$ cat src/verilog/usm_pkg.sv
// shared constants for the serial special-mode extension block
package usm_pkg;
  localparam int unsigned CLK_HZ = 100_000_000;
  localparam logic [3:0] OVS_LAST = 4'hF;
  localparam logic [3:0] OVS_S8 = 4'h7;
  localparam logic [3:0] OVS_S9 = 4'h8;
  localparam logic [3:0] OVS_S10 = 4'h9;
  localparam logic [3:0] IR_PULSE_SIXTEENTHS = 4'h3;
  localparam logic [1:0] IR_LP_PULSE_CYC = 2'h3;
  localparam logic [1:0] IR_FILT_CYC = 2'h2;
  localparam logic [3:0] BRK_SEND_BITS = 4'hD;
  localparam logic [3:0] BRK_LEN_SHORT = 4'hA;
  localparam logic [3:0] BRK_LEN_LONG = 4'hB;
  localparam logic [1:0] NACK_MAX_BITS = 2'h2;
  localparam logic [7:0] PSC_RESET = 8'h00;
  localparam logic [7:0] GT_RESET = 8'h00;
  localparam logic [4:0] REG_CTRL = 5'h00;
  localparam logic [4:0] REG_GTP = 5'h04;
  localparam logic [4:0] REG_STS = 5'h08;
  localparam int CTRL_IR_EN = 0;
  localparam int CTRL_IR_LP = 1;
  localparam int CTRL_LIN_EN = 2;
  localparam int CTRL_BRK_LEN = 3;
  localparam int CTRL_BRK_IE = 4;
  localparam int CTRL_SC_EN = 5;
  localparam int CTRL_SC_NACK = 6;
  localparam int CTRL_SEND_BRK = 7;
  localparam int STS_BRK = 0;
  localparam int STS_TXC = 1;
  localparam int STS_FE = 2;
  localparam int STS_TXE = 3;
  typedef enum logic [3:0] {
    USM_BD_IDLE = 4'h1,
    USM_BD_BITS = 4'h2,
    USM_BD_DELIM = 4'h4,
    USM_BD_WAIT = 4'h8
  } usm_bd_state_t;
endpackage : usm_pkg

$ cat src/verilog/usm_top.sv
// infrared, LIN break and smart-card extensions of a serial transceiver
//
// Added by the designer: the register addresses and strobed register access.
`timescale 1ns/1ps
`default_nettype none
module usm_top
  import usm_pkg::*;
(
  input wire logic clock,
  input wire logic rst_b,
  input wire logic [4:0] reg_addr,
  input wire logic [31:0] reg_wdata,
  input wire logic reg_wr,
  input wire logic reg_rd,
  output logic [31:0] reg_rdata,
  input wire logic ovs_tick,
  input wire logic lp_tick,
  input wire logic core_tx,
  input wire logic core_tx_busy,
  input wire logic core_rx_busy,
  input wire logic core_frame_end,
  input wire logic core_parity_err,
  input wire logic core_rx_stop_end,
  input wire logic core_rx_zero_fe,
  output logic core_rx,
  output logic core_break_rx,
  output logic ir_tx,
  input wire logic ir_rx_pin,
  input wire logic data_in_pin,
  output logic data_out,
  output logic data_oe_b,
  output logic card_clk,
  output logic break_irq
);
  logic [7:0] ctrl_q, ctrl_d;
  logic [7:0] psc_q, psc_d;
  logic [7:0] gt_q, gt_d;
  logic [3:0] sts_q, sts_d;
  logic [31:0] rdata_d;
  logic brk_found;

  logic ir_s1_q, ir_s2_q, dat_s1_q, dat_s2_q;
  always_ff @(posedge clock or negedge rst_b) begin
    if (!rst_b) begin
      ir_s1_q <= 1'b1;
      ir_s2_q <= 1'b1;
      dat_s1_q <= 1'b1;
      dat_s2_q <= 1'b1;
    end else begin
      ir_s1_q <= ir_rx_pin;
      ir_s2_q <= ir_s1_q;
      dat_s1_q <= data_in_pin;
      dat_s2_q <= dat_s1_q;
    end
  end

  // prescaler clock: also the card clock source and the normal-mode filter clock
  logic [7:0] pcnt_q, pcnt_d;
  logic ptick;
  logic cclk_q, cclk_d;
  assign ptick = (pcnt_q == 8'h00);
  always_comb begin
    pcnt_d = ptick ? (psc_q == 8'h00 ? 8'h00 : psc_q - 8'h01) : pcnt_q - 8'h01;
    cclk_d = cclk_q;
    if (!ctrl_q[CTRL_SC_EN]) begin
      cclk_d = 1'b0;
    end else if (ptick) begin
      cclk_d = ~cclk_q;
    end
  end
  always_ff @(posedge clock or negedge rst_b) begin
    if (!rst_b) begin
      pcnt_q <= 8'h00;
      cclk_q <= 1'b0;
    end else begin
      pcnt_q <= pcnt_d;
      cclk_q <= cclk_d;
    end
  end

  // infrared encoder: one-shot on each falling edge of the bit stream, none while core_rx_busy is high
  logic tx_prev_q, tx_prev_d;
  logic [3:0] irc_q, irc_d;
  logic irp_q, irp_d;
  logic ir_active;
  assign ir_active = ctrl_q[CTRL_IR_EN];
  always_comb begin
    tx_prev_d = core_tx;
    irc_d = irc_q;
    irp_d = irp_q;
    if (!ir_active || core_rx_busy) begin
      irp_d = 1'b0;
    end else if (tx_prev_q && !core_tx) begin
      irp_d = 1'b1;
      irc_d = 4'h0;
    end else if (irp_q) begin
      if (ctrl_q[CTRL_IR_LP]) begin
        if (lp_tick) begin
          irc_d = irc_q + 4'h1;
          if (irc_q + 4'h1 == {2'b00, IR_LP_PULSE_CYC}) irp_d = 1'b0;
        end
      end else if (ovs_tick) begin
        irc_d = irc_q + 4'h1;
        if (irc_q + 4'h1 == IR_PULSE_SIXTEENTHS) irp_d = 1'b0;
      end
    end
  end
  always_ff @(posedge clock or negedge rst_b) begin
    if (!rst_b) begin
      tx_prev_q <= 1'b1;
      irc_q <= 4'h0;
      irp_q <= 1'b0;
    end else begin
      tx_prev_q <= tx_prev_d;
      irc_q <= irc_d;
      irp_q <= irp_d;
    end
  end

  // infrared decoder: low input held long enough stretches to a zero bit
  logic [1:0] flt_q, flt_d;
  logic [3:0] hold_q, hold_d;
  logic dec_q, dec_d;
  logic ftick;
  assign ftick = ctrl_q[CTRL_IR_LP] ? lp_tick : ptick;
  always_comb begin
    flt_d = flt_q;
    hold_d = hold_q;
    dec_d = dec_q;
    if (!ir_active || core_tx_busy || ir_s2_q) begin
      flt_d = 2'h0;
    end else if (ftick && flt_q != IR_FILT_CYC) begin
      flt_d = flt_q + 2'h1;
    end
    if (flt_q == IR_FILT_CYC && !ir_s2_q && !core_tx_busy) begin
      dec_d = 1'b0;
      hold_d = 4'h0;
    end else if (!dec_q && ovs_tick) begin
      hold_d = hold_q + 4'h1;
      if (hold_q == OVS_LAST) dec_d = 1'b1;
    end
  end
  always_ff @(posedge clock or negedge rst_b) begin
    if (!rst_b) begin
      flt_q <= 2'h0;
      hold_q <= 4'h0;
      dec_q <= 1'b1;
    end else begin
      flt_q <= flt_d;
      hold_q <= hold_d;
      dec_q <= dec_d;
    end
  end

  // LIN break sender and smart-card NACK/guard timing, counted in bit periods
  logic [3:0] bph_q, bph_d;
  logic bit_tick;
  logic [3:0] brk_bits_q, brk_bits_d;
  logic nack_q, nack_d;
  logic [1:0] nseen_q, nseen_d;
  logic [7:0] gcnt_q, gcnt_d;
  logic grun_q, grun_d;
  logic txc_set, fe_set;
  assign bit_tick = ovs_tick && bph_q == OVS_LAST;
  always_comb begin
    bph_d = ovs_tick ? bph_q + 4'h1 : bph_q;
    brk_bits_d = brk_bits_q;
    nack_d = nack_q;
    nseen_d = nseen_q;
    gcnt_d = gcnt_q;
    grun_d = grun_q;
    txc_set = 1'b0;
    fe_set = 1'b0;
    if (ctrl_q[CTRL_SEND_BRK] && brk_bits_q == 4'h0 && ctrl_q[CTRL_LIN_EN]) begin
      brk_bits_d = BRK_SEND_BITS;
      bph_d = 4'h0;
    end else if (bit_tick && brk_bits_q != 4'h0) begin
      brk_bits_d = brk_bits_q - 4'h1;
    end
    if (ctrl_q[CTRL_SC_EN] && ctrl_q[CTRL_SC_NACK] && core_parity_err && core_rx_stop_end) begin
      nack_d = 1'b1;
      bph_d = 4'h0;
    end else if (bit_tick) begin
      nack_d = 1'b0;
    end
    // transmitter side: a low during the stop bits is a NACK, not a start
    if (ctrl_q[CTRL_SC_EN] && core_tx_busy && core_tx && !dat_s2_q) begin
      if (bit_tick && nseen_q != NACK_MAX_BITS) nseen_d = nseen_q + 2'h1;
    end else if (!core_tx_busy) begin
      nseen_d = 2'h0;
    end
    if (ctrl_q[CTRL_SC_EN] && core_tx_busy && core_tx && !dat_s2_q && nseen_q == 2'h0 && bit_tick) begin
      fe_set = 1'b1;
    end
    if (core_frame_end && ctrl_q[CTRL_SC_EN]) begin
      grun_d = 1'b1;
      gcnt_d = 8'h00;
    end else if (grun_q && bit_tick) begin
      gcnt_d = gcnt_q + 8'h01;
      if (gcnt_q + 8'h01 >= gt_q) begin
        grun_d = 1'b0;
        txc_set = 1'b1;
      end
    end
  end
  always_ff @(posedge clock or negedge rst_b) begin
    if (!rst_b) begin
      bph_q <= 4'h0;
      brk_bits_q <= 4'h0;
      nack_q <= 1'b0;
      nseen_q <= 2'h0;
      gcnt_q <= 8'h00;
      grun_q <= 1'b0;
    end else begin
      bph_q <= bph_d;
      brk_bits_q <= brk_bits_d;
      nack_q <= nack_d;
      nseen_q <= nseen_d;
      gcnt_q <= gcnt_d;
      grun_q <= grun_d;
    end
  end

  usm_break_det u_brk (
    .clock(clock),
    .rst_b(rst_b),
    .enable(ctrl_q[CTRL_LIN_EN]),
    .ovs_tick(ovs_tick),
    .rx(dat_s2_q),
    .long_sel(ctrl_q[CTRL_BRK_LEN]),
    .found(brk_found)
  );

  // register port; hardware set wins over software clear
  always_comb begin
    ctrl_d = ctrl_q;
    psc_d = psc_q;
    gt_d = gt_q;
    sts_d = sts_q;
    rdata_d = 32'h0000_0000;
    if (brk_bits_q == 4'h1 && bit_tick) ctrl_d[CTRL_SEND_BRK] = 1'b0;
    if (reg_wr) begin
      unique case (reg_addr)
        REG_CTRL: ctrl_d = reg_wdata[7:0];
        REG_GTP: begin
          psc_d = reg_wdata[7:0];
          gt_d = reg_wdata[15:8];
        end
        REG_STS: sts_d = sts_q & reg_wdata[3:0];
        default: ;
      endcase
    end
    if (brk_found) sts_d[STS_BRK] = 1'b1;
    if (txc_set) sts_d[STS_TXC] = 1'b1;
    if (fe_set) sts_d[STS_FE] = 1'b1;
    sts_d[STS_TXE] = ~core_tx_busy;
    if (reg_rd) begin
      unique case (reg_addr)
        REG_CTRL: rdata_d = {24'h00_0000, ctrl_q};
        REG_GTP: rdata_d = {16'h0000, gt_q, psc_q};
        REG_STS: rdata_d = {28'h000_0000, sts_q};
        default: rdata_d = 32'h0000_0000;
      endcase
    end
  end
  always_ff @(posedge clock or negedge rst_b) begin
    if (!rst_b) begin
      ctrl_q <= 8'h00;
      psc_q <= PSC_RESET;
      gt_q <= GT_RESET;
      sts_q <= 4'h0;
      reg_rdata <= 32'h0000_0000;
    end else begin
      ctrl_q <= ctrl_d;
      psc_q <= psc_d;
      gt_q <= gt_d;
      sts_q <= sts_d;
      reg_rdata <= rdata_d;
    end
  end

  // pin outputs, all registered
  always_ff @(posedge clock or negedge rst_b) begin
    if (!rst_b) begin
      ir_tx <= 1'b0;
      core_rx <= 1'b1;
      core_break_rx <= 1'b0;
      data_out <= 1'b1;
      data_oe_b <= 1'b1;
      card_clk <= 1'b0;
      break_irq <= 1'b0;
    end else begin
      ir_tx <= irp_q;
      core_rx <= ir_active ? dec_q : dat_s2_q;
      core_break_rx <= core_rx_zero_fe && !ctrl_q[CTRL_SC_EN];
      data_out <= !(nack_q || brk_bits_q != 4'h0) && core_tx;
      data_oe_b <= ir_active;
      card_clk <= cclk_q;
      break_irq <= sts_q[STS_BRK] && ctrl_q[CTRL_BRK_IE];
    end
  end
endmodule // usm_top
`default_nettype wire

$ cat src/verilog/usm_break_det.sv
// LIN break detector that runs beside the receiver
`timescale 1ns/1ps
`default_nettype none
module usm_break_det
  import usm_pkg::*;
(
  input wire logic clock,
  input wire logic rst_b,
  input wire logic enable,
  input wire logic ovs_tick,
  input wire logic rx,
  input wire logic long_sel,
  output logic found
);
  usm_bd_state_t st_q, st_d;
  logic [3:0] ph_q, ph_d;
  logic [3:0] nbit_q, nbit_d;
  logic [2:0] smp_q, smp_d;
  logic found_d;
  logic [3:0] need;
  logic vote;

  assign need = long_sel ? BRK_LEN_LONG : BRK_LEN_SHORT;
  // majority of the three mid-bit samples
  assign vote = (smp_q[0] & smp_q[1]) | (smp_q[1] & smp_q[2]) | (smp_q[0] & smp_q[2]);

  always_comb begin
    st_d = st_q;
    ph_d = ph_q;
    nbit_d = nbit_q;
    smp_d = smp_q;
    found_d = 1'b0;
    if (!enable) begin
      st_d = USM_BD_IDLE;
    end else if (ovs_tick) begin
      ph_d = ph_q + 4'h1;
      if (ph_q == OVS_S8 || ph_q == OVS_S9 || ph_q == OVS_S10) begin
        smp_d = {smp_q[1:0], rx};
      end
      unique case (st_q)
        USM_BD_IDLE: begin
          if (!rx) begin
            st_d = USM_BD_BITS;
            ph_d = 4'h1;
            nbit_d = 4'h0;
          end
        end
        USM_BD_BITS: begin
          if (ph_q == OVS_LAST) begin
            if (vote) begin
              st_d = USM_BD_IDLE;
            end else if (nbit_q + 4'h1 == need) begin
              st_d = USM_BD_DELIM;
            end else begin
              nbit_d = nbit_q + 4'h1;
            end
          end
        end
        USM_BD_DELIM: begin
          if (rx) begin
            found_d = 1'b1;
            st_d = USM_BD_IDLE;
          end
        end
        USM_BD_WAIT: st_d = USM_BD_IDLE;
      endcase
    end
  end

  always_ff @(posedge clock or negedge rst_b) begin
    if (!rst_b) begin
      st_q <= USM_BD_IDLE;
      ph_q <= 4'h0;
      nbit_q <= 4'h0;
      smp_q <= 3'h7;
      found <= 1'b0;
    end else begin
      st_q <= st_d;
      ph_q <= ph_d;
      nbit_q <= nbit_d;
      smp_q <= smp_d;
      found <= found_d;
    end
  end
endmodule // usm_break_det
`default_nettype wire

$ cat config.mk
export PLATFORM = sky130hd
export DESIGN_NAME = usm_top
export DESIGN_NICKNAME = d
export VERILOG_FILES = /design/src/verilog/usm_pkg.sv /design/src/verilog/usm_top.sv /design/src/verilog/usm_break_det.sv
export SDC_FILE = /design/constraint.sdc
export NUM_CORES = 1
export LEC_CHECK = 0
export ABC_AREA = 0
export BUFFER_PORTS_ARGS = -buffer_cell sky130_fd_sc_hd__buf_2
export CELL_PAD_IN_SITES_DETAIL_PLACEMENT = 1
export CELL_PAD_IN_SITES_GLOBAL_PLACEMENT = 1
export CORE_AREA = 2 2 112 114
export DETAILED_ROUTE_END_ITERATION = 10
export DIE_AREA = 0 0 114 116
export HOLD_SLACK_MARGIN = 0.15
export PLACE_DENSITY_LB_ADDON = 0.1
export SYNTH_ARGS = -nofsm -noshare
export SYNTH_HDL_FRONTEND = slang
export SYNTH_SLANG_ARGS = --single-unit
$ cat constraint.sdc
create_clock -name clock -period 5.4 [get_ports clock]
set_input_delay 0.27 -clock clock [delete_from_list [all_inputs] [get_ports clock]]
set_output_delay 0.27 -clock clock [all_outputs]
set_load 0.02 [all_outputs]
Word-level counts from Yosys, hierarchy flattened
Index checks and enable logic that the tools add are counted.

Bits of input ports: 52. Output and inout bits: 39. Word-level logic and storage cells: 239. Register bits after elaboration: 129.

Add/subtract/negate cells: 11. Bitwise operators: 9. Magnitude comparators: 1. Equal/unequal tests: 31. Reduce and logical (&&, ||, !) cells: 74. Mux-type cells: 74.

Operator list (count): $mux W4 (25); $mux W8 (6); $pmux W16 S3 (1); $mux W1 (32); $reduce_bool A2 Y1 (15); $eq A4 B4 Y1 const B (6); $logic_and A1 B1 Y1 (24); $add A4 B1 Y4 const B (5); $reduce_and A2 Y1 (9); $logic_not A8 Y1 (2); $mux W16 (1); $pmux W4 S4 (1); $sub A8 B1 Y8 const B (2); $ne A2 B2 Y1 const B (7); $mux W2 (5); $add A8 B1 Y8 const B (1); $eq A4 B1 Y1 const B (2); $eq A4 B2 Y1 const B (2); $eq A4 B3 Y1 const B (2); $ge A8 B8 Y1 (1); $logic_not A1 Y1 (8); $pmux W4 S2 (1); $reduce_and A7 Y1 (1); $logic_or A1 B1 Y1 (6); 23 further kinds (35).

Longest topological paths before layout
Gate-level depths: netlist of run 1.

Depth in word-level cells: 8. Depth in mapped cells: 9. Depth with buffers taken out: 9.

By module
A second synthesis of run 1 with hierarchy kept.

Cell total of the unflattened synthesis: 505. Area total of the unflattened synthesis: 5546.6 µm².

Modules (own cells, without submodules): usm_top (cells an instance 420, times used 1, area an instance 4652.0 µm², sequential area each 2438.6 µm²); usm_break_det (cells an instance 85, times used 1, area an instance 894.6 µm², sequential area each 380.4 µm²).

Worst setup path after synthesis of run 1
OpenSTA, ideal clock, no wires.

Kind: reg2reg. Start point: register gcnt_q[0]. End point: register sts_q[1]. Cell stages (with the launch flop): 10. Arrival: 1.779 ns. Path slack: 3.487 ns. Buffers on the path: 0. Data required time: 5.265 ns. Library setup time: 0.135 ns. Clock period less this slack: 1.913 ns. Cells stage by stage: dfrtp_1 -> ha_1 -> nand3_1 -> nor2_1 -> xor2_1 -> ha_1 -> a21o_1 -> a21oi_1 -> o21a_1 -> o31ai_1.

Word-level cells in the longest chain between the ends: 7. Elaborated cells on any way between the ends: 9. Classes of those cells: add/sub (1); order compare (1); mux (4); reduce/logical (3).

RTL lines: start, declared (RTL line usm_top.sv:161) `logic [7:0] gcnt_q, gcnt_d;`; start signal, assigned (RTL line usm_top.sv:219) `gcnt_q <= gcnt_d;`; $add A8 B1 Y8 * (RTL line usm_top.sv:200) `if (gcnt_q + 8'h01 >= gt_q) begin`; $ge A8 B8 Y1 * (RTL line usm_top.sv:200); $mux W1 * (RTL line usm_top.sv:200); $mux W1 * (RTL line usm_top.sv:198) `end else if (grun_q && bit_tick) begin`; $mux W1 * (RTL line usm_top.sv:195) `if (core_frame_end && ctrl_q[CTRL_SC_EN]) begin`; $reduce_bool A2 Y1 (no line); $reduce_and A2 Y1 (no line); end signal, assigned (RTL line usm_top.sv:277) `sts_q <= sts_d;`; end, declared (RTL line usm_top.sv:38) `logic [3:0] sts_q, sts_d;`.

Mark *: on every way between the ends. The rest lies on a longest branch, timed or not. A chain may end at the register's enable or synchronous reset.

Worst setup path in the final report of run 1
Ends and elaborated chain as after synthesis.

==> out/metrics.cfg, run 1 <==
[outcome]
status = completed

[sta]
worst-slew-pin-transition_ns = 0.952
fin_tns_setup_ns = 0
period_minus_slack_ns = 2.24
fin_ws_ns = 3.16
drv_slew = 0
max_slew_margin_pct = 35.7
rsz0062_at_grt = false
finalSetupViolCount = 0
fmaxAchievable_mhz = 446
finClkSkew_ns = 0.00775
fin_crit_sh_pct = 41.5
finalHoldViolations = 0

[synth]
synthesis.area_sq_um = 5560
synth_xor_area_share_pct = 5.35
synth-seq-area-share_pct = 50.7
synth-compound-area-share_pct = 8.30
synth_top_family_by_area = simple AND/OR/NAND/NOR gates
yosysUniqueCellTypes = 56
synthArstFlopShare_pct = 100
syn_area_per_cell_sq_um = 10.4
syn_inst = 534
synth_top_area_cell = dfrtp_1
ys_warn_count = 0
synth-edff-count = 0
synth_top_area_share_pct = 44.5
synth_fa_ha_area_share_pct = 6.03
synthMuxAreaShare_pct = 7.09
ys_ff_latch = 112
synth_area_leaders = dfrtp_1 45%, dfstp_2 6.1%, ha_1 5.8%
ys.flop_type = dfrtp_1
yosys.area_share.simple_pct = 17.6

[placement]
io_buffers = 58
pre_cts_slack_ns = 3.19
gp_congestion = 0.833
place_inst = 726
post-dp-hpwl_microns = 9510

[setup_path]
start_kind = register
path_class = register to register
critical_path_peak_fanout = 4
arrival_ns = 2.46
cp-end-kind = register
critPathRequiredTime_ns = 5.61

[detailed_routing]
dr.pass1.iters = 4
routed_wl_microns = 13000
vias = 4031
drt.antenna.violating_nets = 0
route.detailed.drc = 0
viasPerCell = 5.35
wl_per_cell_microns = 17.2
drt_iter0_markers = 148

[cts]
cts_buffer_depth = 2
cts_root_buf = clkbuf_16
cts_hold_buf = 12
cts_tree = yes
numCtsBuffers = 9
cts_setup_buffers = 0
htree_levels = 3
cts_sinks = 112
clk_latency_ns = 0.35
post_cts_resized = 0
clkTransAtPathRegs_ns = 0.07

[final_layout]
layout_commonest_cell = dfrtp_1
drive_gt1_share_pct = 18.0
multi_input_area_sq_um = 2530
register_area_sq_um = 2820
num-fill-cells = 1359
final_nets = 680
area_growth_syn_to_layout_pct = 13.2
stdcell_count = 754
final_cell_mix = 99 x dfrtp_1, 57 x buf_2, 52 x nor2_1
num_antenna_cells = 0

[floorplanning]
rows = 40
dieArea_sq_um = 13200
ios = 91
fp.dieH_microns = 116
start_util_pct = 46.7
core_sq_um = 11900
die_w_microns = 114

[pwr]
ir_worst_vdd_mv = 0.174
p_leak_uw = 0.00302
p_per_area_nw_per_um2 = 371

[global_route]
grt_pass1_wl_microns = 21600
grt_max_degree = 74
antenna_found_initial = 0
overflow = 0
grt_use_total_pct = 20.9
grt_pass1_vias = 4339

[min_path]
hold_class = input port to register

[flow_run]
cap_violations = 0

area by class of cell:
type	instances	area share, %
Clock buffer	15	3.93
Clock inverter	1	0.0795
Inverter	25	1.49
Multi-Input combinational cell	383	40.1
Sequential cell	112	44.8
Tap cell	147	2.92
Timing Repair Buffer	71	6.68
layer usage:
layer  global-route usage [%]  part of all wire (%)  vias to the layer above
li1                         -                     -                     1942
met1                     26.8                    46                     2016
met2                     36.5                    50                       58
met3                     2.77                   2.4                       15
met4                     7.32                   1.6                        0
met5                        0                     0                        -
registers in the layout (all words and copies together), names as in the netlist, 2 cells and up:
register      cells
hold_q            4
sts_q             4
u_brk.smp_q       3
brk_bits_q        4
u_brk.nbit_q      4
flt_q             2
ctrl_q            8
nseen_q           2
pcnt_q            8
gt_q              8
gcnt_q            8
u_brk.st_q        3
reg_rdata        16
bph_q             4
u_brk.ph_q        4
psc_q             8
irc_q             4
where the power goes:
part,switching [uW],leakage (uW),total [uW],internal [uW]
Combinational,298,0.00149,553,254
Clock,285,0.000122,599,314
Sequential,170,0.00141,1190,1020
Total,752,0.00302,2340,1590
through the flow:
stage | hold WS (ns) | area [sq um] | total power (uW) | util (%)
floorplan | -0.0256 | 5620 | 1580 | -
global placement | 0.346 | 5920 | 1710 | 49.7
detailed placement | 0.349 | 5920 | 1750 | 49.7
CTS | 0.154 | 6300 | 2370 | 52.9
global route | 0.165 | 6300 | 2500 | 52.9
finish | 0.167 | 6300 | 2340 | 52.9
synth_stat cells (all sizes together), types with 2 or more instances:
master and instances:
nand3b 2, nor2b 6, o21bai 2, a21o 2
inv 25, xor2 19, a41oi 2, dfrtp 99
nor4b 3, o21a 2, a21oi 18, and3 12
nor3b 5, dfstp 13, mux2i 18, ha 26
xnor2 15, mux2 19, nand4b 3, o31ai 4
nand4 7, o21ai 28, nor2 52, o22ai 8
nand2 51, and2 8, nor4 2, nand3 17
nor3 13, clkbuf 7, nand2b 8, buf 22
worst max-delay path, stage by stage (launching register included):
cell and delay [ns]:
dfrtp_1 0.41, ha_1 0.24, nand3_1 0.16, nor2_1 0.22, xor2_1 0.18, ha_1 0.26
a21o_1 0.18, a21oi_1 0.21, o21a_1 0.18, o31ai_1 0.07
worst paths after layout:
path	slack (ns)	start	cells past startpoint	end
worst max-delay path	3.16	gcnt_q[0]	9	sts_q[1]
worst min register to register	0.36	dat_s1_q	0	dat_s2_q
worst max register to register	3.16	gcnt_q[0]	9	sts_q[1]
max in group asynchronous	3.72	rst_b	3	pcnt_q[0]
worst min-delay path	0.17	reg_wdata[5]	2	psc_q[5]
min in group asynchronous	0.60	rst_b	2	irc_q[3]
cells by family (layout without fill, tap and decap cells):
family,count (synthesis),after routing
XOR/XNOR,34,34
buffers and inverters,54,112
AO/OA/AOI/OAI,75,75
flip-flops,112,112
adder cells (fa/ha/maj),27,27
AND/OR/NAND/NOR,194,194
multiplexers,37,37
other,1,16
Note: power is estimated with default switching activity, not from simulation.
==> inputs of run 2 (changes only) <==
--- a/config.mk
+++ b/config.mk
@@ -9,9 +9,9 @@
 export BUFFER_PORTS_ARGS = -buffer_cell sky130_fd_sc_hd__buf_2
 export CELL_PAD_IN_SITES_DETAIL_PLACEMENT = 1
 export CELL_PAD_IN_SITES_GLOBAL_PLACEMENT = 1
-export CORE_AREA = 2 2 112 114
+export CORE_AREA = 2 2 121 123
 export DETAILED_ROUTE_END_ITERATION = 10
-export DIE_AREA = 0 0 114 116
+export DIE_AREA = 0 0 123 125
 export HOLD_SLACK_MARGIN = 0.15
 export PLACE_DENSITY_LB_ADDON = 0.1
 export SYNTH_ARGS = -nofsm -noshare
==> constraint.sdc (replaced) <==
create_clock -name clock -period 1.85 [get_ports clock]
set_input_delay 0.0925 -clock clock [delete_from_list [all_inputs] [get_ports clock]]
set_output_delay 0.0925 -clock clock [all_outputs]
set_load 0.02 [all_outputs]
==> out/metrics.cfg, run 2 (synthesized netlist as in run 1, its figures left out) <==
[outcome]
status = finished with violations
violations = negative setup slack

[setup_path]
worst_r2r_startpoint = gcnt_q[0]
worst_r2r_path_depth = 8  ; -1
path_class = register to register
critPathRequiredTime_ns = 2.11  ; -3.50 ns
crit_path_end = sts_q[1]
worstReg2RegEnd = sts_q[1]
startpoint = gcnt_q[0]
cp-end-kind = register
critical_path_peak_fanout = 3  ; -1
r2r_slack_ns = -0.17  ; -3.33 ns
start_kind = register
arrival_ns = 2.29  ; -0.17 ns

[pwr]
ir_worst_vdd_mv = 0.490  ; +180%
p_leak_uw = 0.00328  ; +8.5%
p_per_area_nw_per_um2 = 1040  ; +180%

[sta]
fin_crit_sh_pct = 109  ; +68 points
fmaxAchievable_mhz = 494  ; +11%
fin_ws_ns = -0.173  ; -3.33 ns
finClkSkew_ns = 0.00891  ; +0.00117 ns
drv_slew = 0  ; unchanged
rsz0062_at_grt = true
finalSetupViolCount = 2  ; +2
whs_ns = 0.169  ; +0.00199 ns
finalHoldViolations = 0  ; unchanged
period_minus_slack_ns = 2.02  ; -0.218 ns

[detailed_routing]
viasPerCell = 4.95  ; -7.4%
routed_wl_microns = 13700  ; +5.3%
vias = 4163  ; +3.3%
drt.antenna.violating_nets = 0  ; unchanged
dr.pass1.iters = 4  ; unchanged
drt_iter0_markers = 176  ; +19%
route.detailed.drc = 0  ; unchanged
wl_per_cell_microns = 16.2  ; -5.6%

[final_layout]
multi_input_area_sq_um = 2620  ; +3.7%
area_growth_syn_to_layout_pct = 24.2
register_area_sq_um = 2820  ; about the same
final_cell_mix = 97 x dfrtp_1, 57 x buf_2, 51 x nand2_1, 51 x nor2_1, 34 x buf_4
final_nets = 730  ; +7.4%
num-fill-cells = 1571  ; +16%
regMostFlops = reg_rdata
largest_reg_flops = 16  ; unchanged
drive_gt1_share_pct = 25.3  ; +7.3 points
num_antenna_cells = 0  ; unchanged
layout_commonest_cell = dfrtp_1

[placement]
post-dp-hpwl_microns = 10100  ; +6.0%
io_buffers = 58  ; unchanged
pre_cts_slack_ns = -0.153  ; -3.35 ns
gp_congestion = 0.795  ; -4.6%

[cts]
cts_sinks = 112  ; unchanged
cts_tree = yes
numCtsBuffers = 9  ; unchanged
clkTransAtPathRegs_ns = 0.08  ; about the same
cts_buffer_depth = 2  ; unchanged
htree_levels = 3  ; unchanged
cts_root_buf = clkbuf_16
clk_latency_ns = 0.36  ; about the same

[global_route]
antenna_found_initial = 0  ; unchanged
grt_max_degree = 31  ; -58%
grt_use_total_pct = 18.8  ; -2.1 points
grt_pass1_vias = 4459  ; +2.8%
overflow = 0  ; unchanged
grt_pass1_wl_microns = 22700  ; +5.2%

[min_path]
hold_class = input port to register

[floorplanning]
fp.dieH_microns = 125  ; +7.8%
rows = 44  ; +10%
dieArea_sq_um = 15400  ; +16%
ios = 91  ; unchanged
die_w_microns = 123  ; +7.9%
core_sq_um = 14200  ; +19%
start_util_pct = 39.2  ; -7.5 points

[flow_run]
cap_violations = 0  ; unchanged

## run 2: what timing repair did
| item | in CTS | in global routing |
|---|---|---|
| endpoints found under the hold margin | 147 | 0 |
| pin swaps | 3 | 14 |
| gates resized for setup | 6 | 13 |
| buffers inserted | 2 | 5 |
| endpoints found under the setup margin | 3 | 15 |
| hold buffers | 28 | 0 |
## run 2: per-layer routing
layer / track usage (%) / part of all wire (%) / vias up
met5: 0 / 0 / -
met3: 4.33 / 3.2 / 10
li1: - / - / 2041
met2: 29.8 / 49 / 64
met1: 26.1 / 47 / 2048
met4: 4.28 / 0.76 / 0
## run 2: cell type report
cell class / count / share of cell area [%]
clock inverter: 5 / 0.598
clock buffer: 11 / 3.51
inverter: 25 / 1.36
multi-input combinational: 383 / 37.9
timing repair buffer: 121 / 12.5
tap: 184 / 3.33
sequential: 112 / 40.8
## run 2: how the worst min path moves through the flow
stage                         start           end  slack [ns]  cells after the start
floorplan                     rst_b      bph_q[0]       -0.20                      0
global placement              rst_b      irc_q[3]        0.06                      1
detailed placement            rst_b      irc_q[1]        0.05                      1
CTS                 core_parity_err      bph_q[0]        0.16                      4
global route            reg_addr[0]  reg_rdata[0]        0.18                      4
finish                  reg_addr[0]  reg_rdata[3]        0.17                      4
## run 2: report_power, final
part / total (uW) / switching (uW) / internal, uW
Clock: 1900 / 932 / 967
Sequential: 3450 / 477 / 2970
Combinational: 1870 / 967 / 901
## run 2: metrics by stage
step | instances | area (sq um) | setup TNS [ns] | util [%] | total power [uW]
after floorplan | 549 | 5630 | 0 | - | 4610
after global placement | 790 | 6210 | -0.101 | 43.7 | 5130
after detailed placement | 790 | 6210 | -0.242 | 43.7 | 5240
after CTS | 836 | 6820 | -0.223 | 48.0 | 7270
after global routing | 841 | 6910 | -0.588 | 48.6 | 7760
final | 841 | 6910 | -0.276 | 48.6 | 7210
## run 2: critical path: stages (launching register included)
cell and delay (ns):
dfrtp_1 0.43, and3_4 0.23, and3_4 0.19, nand3_2 0.08
xnor2_1 0.16, ha_1 0.34, nand3_2 0.08, o21a_1 0.21
o31ai_2 0.20
==> inputs of run 3 (changes only) <==
--- a/config.mk
+++ b/config.mk
@@ -14,6 +14,7 @@
 export DIE_AREA = 0 0 123 125
 export HOLD_SLACK_MARGIN = 0.15
 export PLACE_DENSITY_LB_ADDON = 0.1
+export SETUP_SLACK_MARGIN = 0.15
 export SYNTH_ARGS = -nofsm -noshare
 export SYNTH_HDL_FRONTEND = slang
 export SYNTH_SLANG_ARGS = --single-unit
==> out/metrics.cfg, run 3 (synthesized netlist as in run 1, its figures left out) <==
[outcome]
status = finished with violations
violations = negative setup slack

[sta]
fmaxAchievable_mhz = 519  ; +4.9%
max_slew_margin_pct = 62.2
fin_tns_setup_ns = -0.135  ; +0.142 ns
finClkSkew_ns = 0.00726  ; -0.00166 ns
worst-slew-pin-transition_ns = 0.567
drv_slew = 0  ; unchanged
rsz0062_at_grt = true
finalSetupViolCount = 2  ; unchanged
fin_crit_sh_pct = 104  ; -5.1 points
finalHoldViolations = 0  ; unchanged
fin_ws_ns = -0.0782  ; +0.0950 ns
period_minus_slack_ns = 1.93  ; -0.0950 ns

[global_route]
grt_pass1_vias = 4498  ; +0.87%
grt_max_degree = 41  ; +32%
antenna_found_initial = 0  ; unchanged
grt_use_total_pct = 18.8  ; +0.037 points
grt_pass1_wl_microns = 22600  ; -0.46%
overflow = 0  ; unchanged

[detailed_routing]
drt.antenna.violating_nets = 0  ; unchanged
drt_iter0_markers = 172  ; -2.3%
routed_wl_microns = 13800  ; +1.1%
route.detailed.drc = 0  ; unchanged
wl_per_cell_microns = 16.4  ; +0.93%
dr.pass1.iters = 4  ; unchanged
viasPerCell = 5.08  ; +2.6%
vias = 4278  ; +2.8%

[final_layout]
final_nets = 731  ; +0.14%
largest_reg_flops = 16  ; unchanged
drive_gt1_share_pct = 29.2  ; +3.9 points
regMostFlops = reg_rdata
num-fill-cells = 1595  ; +1.5%
design_area_sq_um = 7090  ; +2.6%
num_antenna_cells = 0  ; unchanged
layout_commonest_cell = dfrtp_1
final_cell_mix = 96 x dfrtp_1, 57 x buf_2, 50 x nand2_1, 50 x nor2_1, 36 x buf_4
area_growth_syn_to_layout_pct = 27.4

[placement]
post-dp-hpwl_microns = 10100  ; -0.17%
place_area_sq_um = 6210  ; unchanged
gp_congestion = 0.766  ; -3.6%
io_buffers = 58  ; unchanged

[floorplanning]
ios = 91  ; unchanged
fp.dieH_microns = 125  ; unchanged
die_w_microns = 123  ; unchanged
core_sq_um = 14200  ; unchanged
dieArea_sq_um = 15400  ; unchanged
start_util_pct = 39.2  ; unchanged
rows = 44  ; unchanged

[cts]
cts_sinks = 112  ; unchanged
numCtsBuffers = 9  ; unchanged
cts_tree = yes
clkTransAtPathRegs_ns = 0.08  ; about the same
clk_latency_ns = 0.36  ; about the same
cts_root_buf = clkbuf_16
cts_buffer_depth = 2  ; unchanged
htree_levels = 3  ; unchanged

[setup_path]
worst_r2r_startpoint = gcnt_q[1]
crit_path_end = sts_q[1]
arrival_ns = 2.16  ; -0.13 ns
critical_path_peak_fanout = 3  ; unchanged
worstReg2RegEnd = sts_q[1]
critPathRequiredTime_ns = 2.08  ; -0.03 ns
r2r_slack_ns = -0.08  ; +0.10 ns
cp-end-kind = register
path_class = register to register
worst_r2r_path_depth = 7  ; -1
startpoint = gcnt_q[1]
start_kind = register

[min_path]
hold_path.startpoint = reg_addr[4]
worstHoldPathCells = 4  ; unchanged
hold_class = input port to register

[flow_run]
cap_violations = 0  ; unchanged

[pwr]
ir_worst_vdd_mv = 0.469  ; -4.1%
p_leak_uw = 0.00332  ; +1.4%
p_per_area_nw_per_um2 = 1060  ; +1.7%

run 3: critical path, cell delays in order (launching register included):
cell and delay [ns]:
dfrtp_1 0.44, ha_4 0.20, xor2_1 0.15, ha_1 0.21
a2111o_1 0.41, a31oi_2 0.17, o21a_1 0.17, o31ai_2 0.05
run 3: final cells by class:
| class | count | area (sq um) | share of cell area [%] |
|---|---|---|---|
| timing repair buffer | 122 | 867 | 12.2 |
| sequential | 112 | 2820 | 39.8 |
| clock inverter | 5 | 63.8 | 0.900 |
| clock buffer | 11 | 253 | 3.57 |
| inverter | 25 | 93.8 | 1.32 |
| tap | 184 | 230 | 3.25 |
| multi-input combinational | 383 | 2760 | 38.9 |
run 3: worst min path at each step:
| stage | end | slack [ns] |
|---|---|---|
| floorplan | bph_q[0] | -0.20 |
| global placement | irc_q[3] | 0.12 |
| detailed placement | irc_q[3] | 0.13 |
| CTS | reg_rdata[4] | 0.16 |
| global route | reg_rdata[3] | 0.19 |
| finish | reg_rdata[4] | 0.15 |
run 3: report_power, final:
| group | switching [uW] | internal, uW |
|---|---|---|
| clock | 939 | 1140 |
| sequential | 509 | 2970 |
| combinational | 1010 | 966 |
| total | 2460 | 5070 |
run 3: what timing repair did:
action | CTS | global route
setup endpoints to repair | 17 | 26
setup buffers | 6 | 7
resized for setup | 15 | 35
hold endpoints to repair | 76 | 0
hold buffers | 26 | 0
pin swaps | 10 | 19
run 3: per-stage QoR:
| step | hold slack [ns] | setup WS, ns | util (%) | power [uW] | std cells |
|---|---|---|---|---|---|
| floorplan | -0.203 | 0.0268 | - | 4620 | 549 |
| global placement | 0.120 | -0.0785 | 43.7 | 5140 | 787 |
| detailed placement | 0.131 | -0.132 | 43.7 | 5260 | 787 |
| CTS | 0.157 | -0.0833 | 48.5 | 7450 | 835 |
| global route | 0.188 | -0.159 | 49.9 | 8000 | 842 |
| finish | 0.151 | -0.0782 | 49.9 | 7530 | 842 |
run 3: metal layers:
metal | vias up | track usage, % | part of all wire [%]
met5 | - | 0 | 0
met4 | 0 | 6.48 | 1.5
met3 | 14 | 2.60 | 2.3
met2 | 60 | 30.9 | 50
met1 | 2158 | 25.5 | 46
li1 | 2046 | - | -
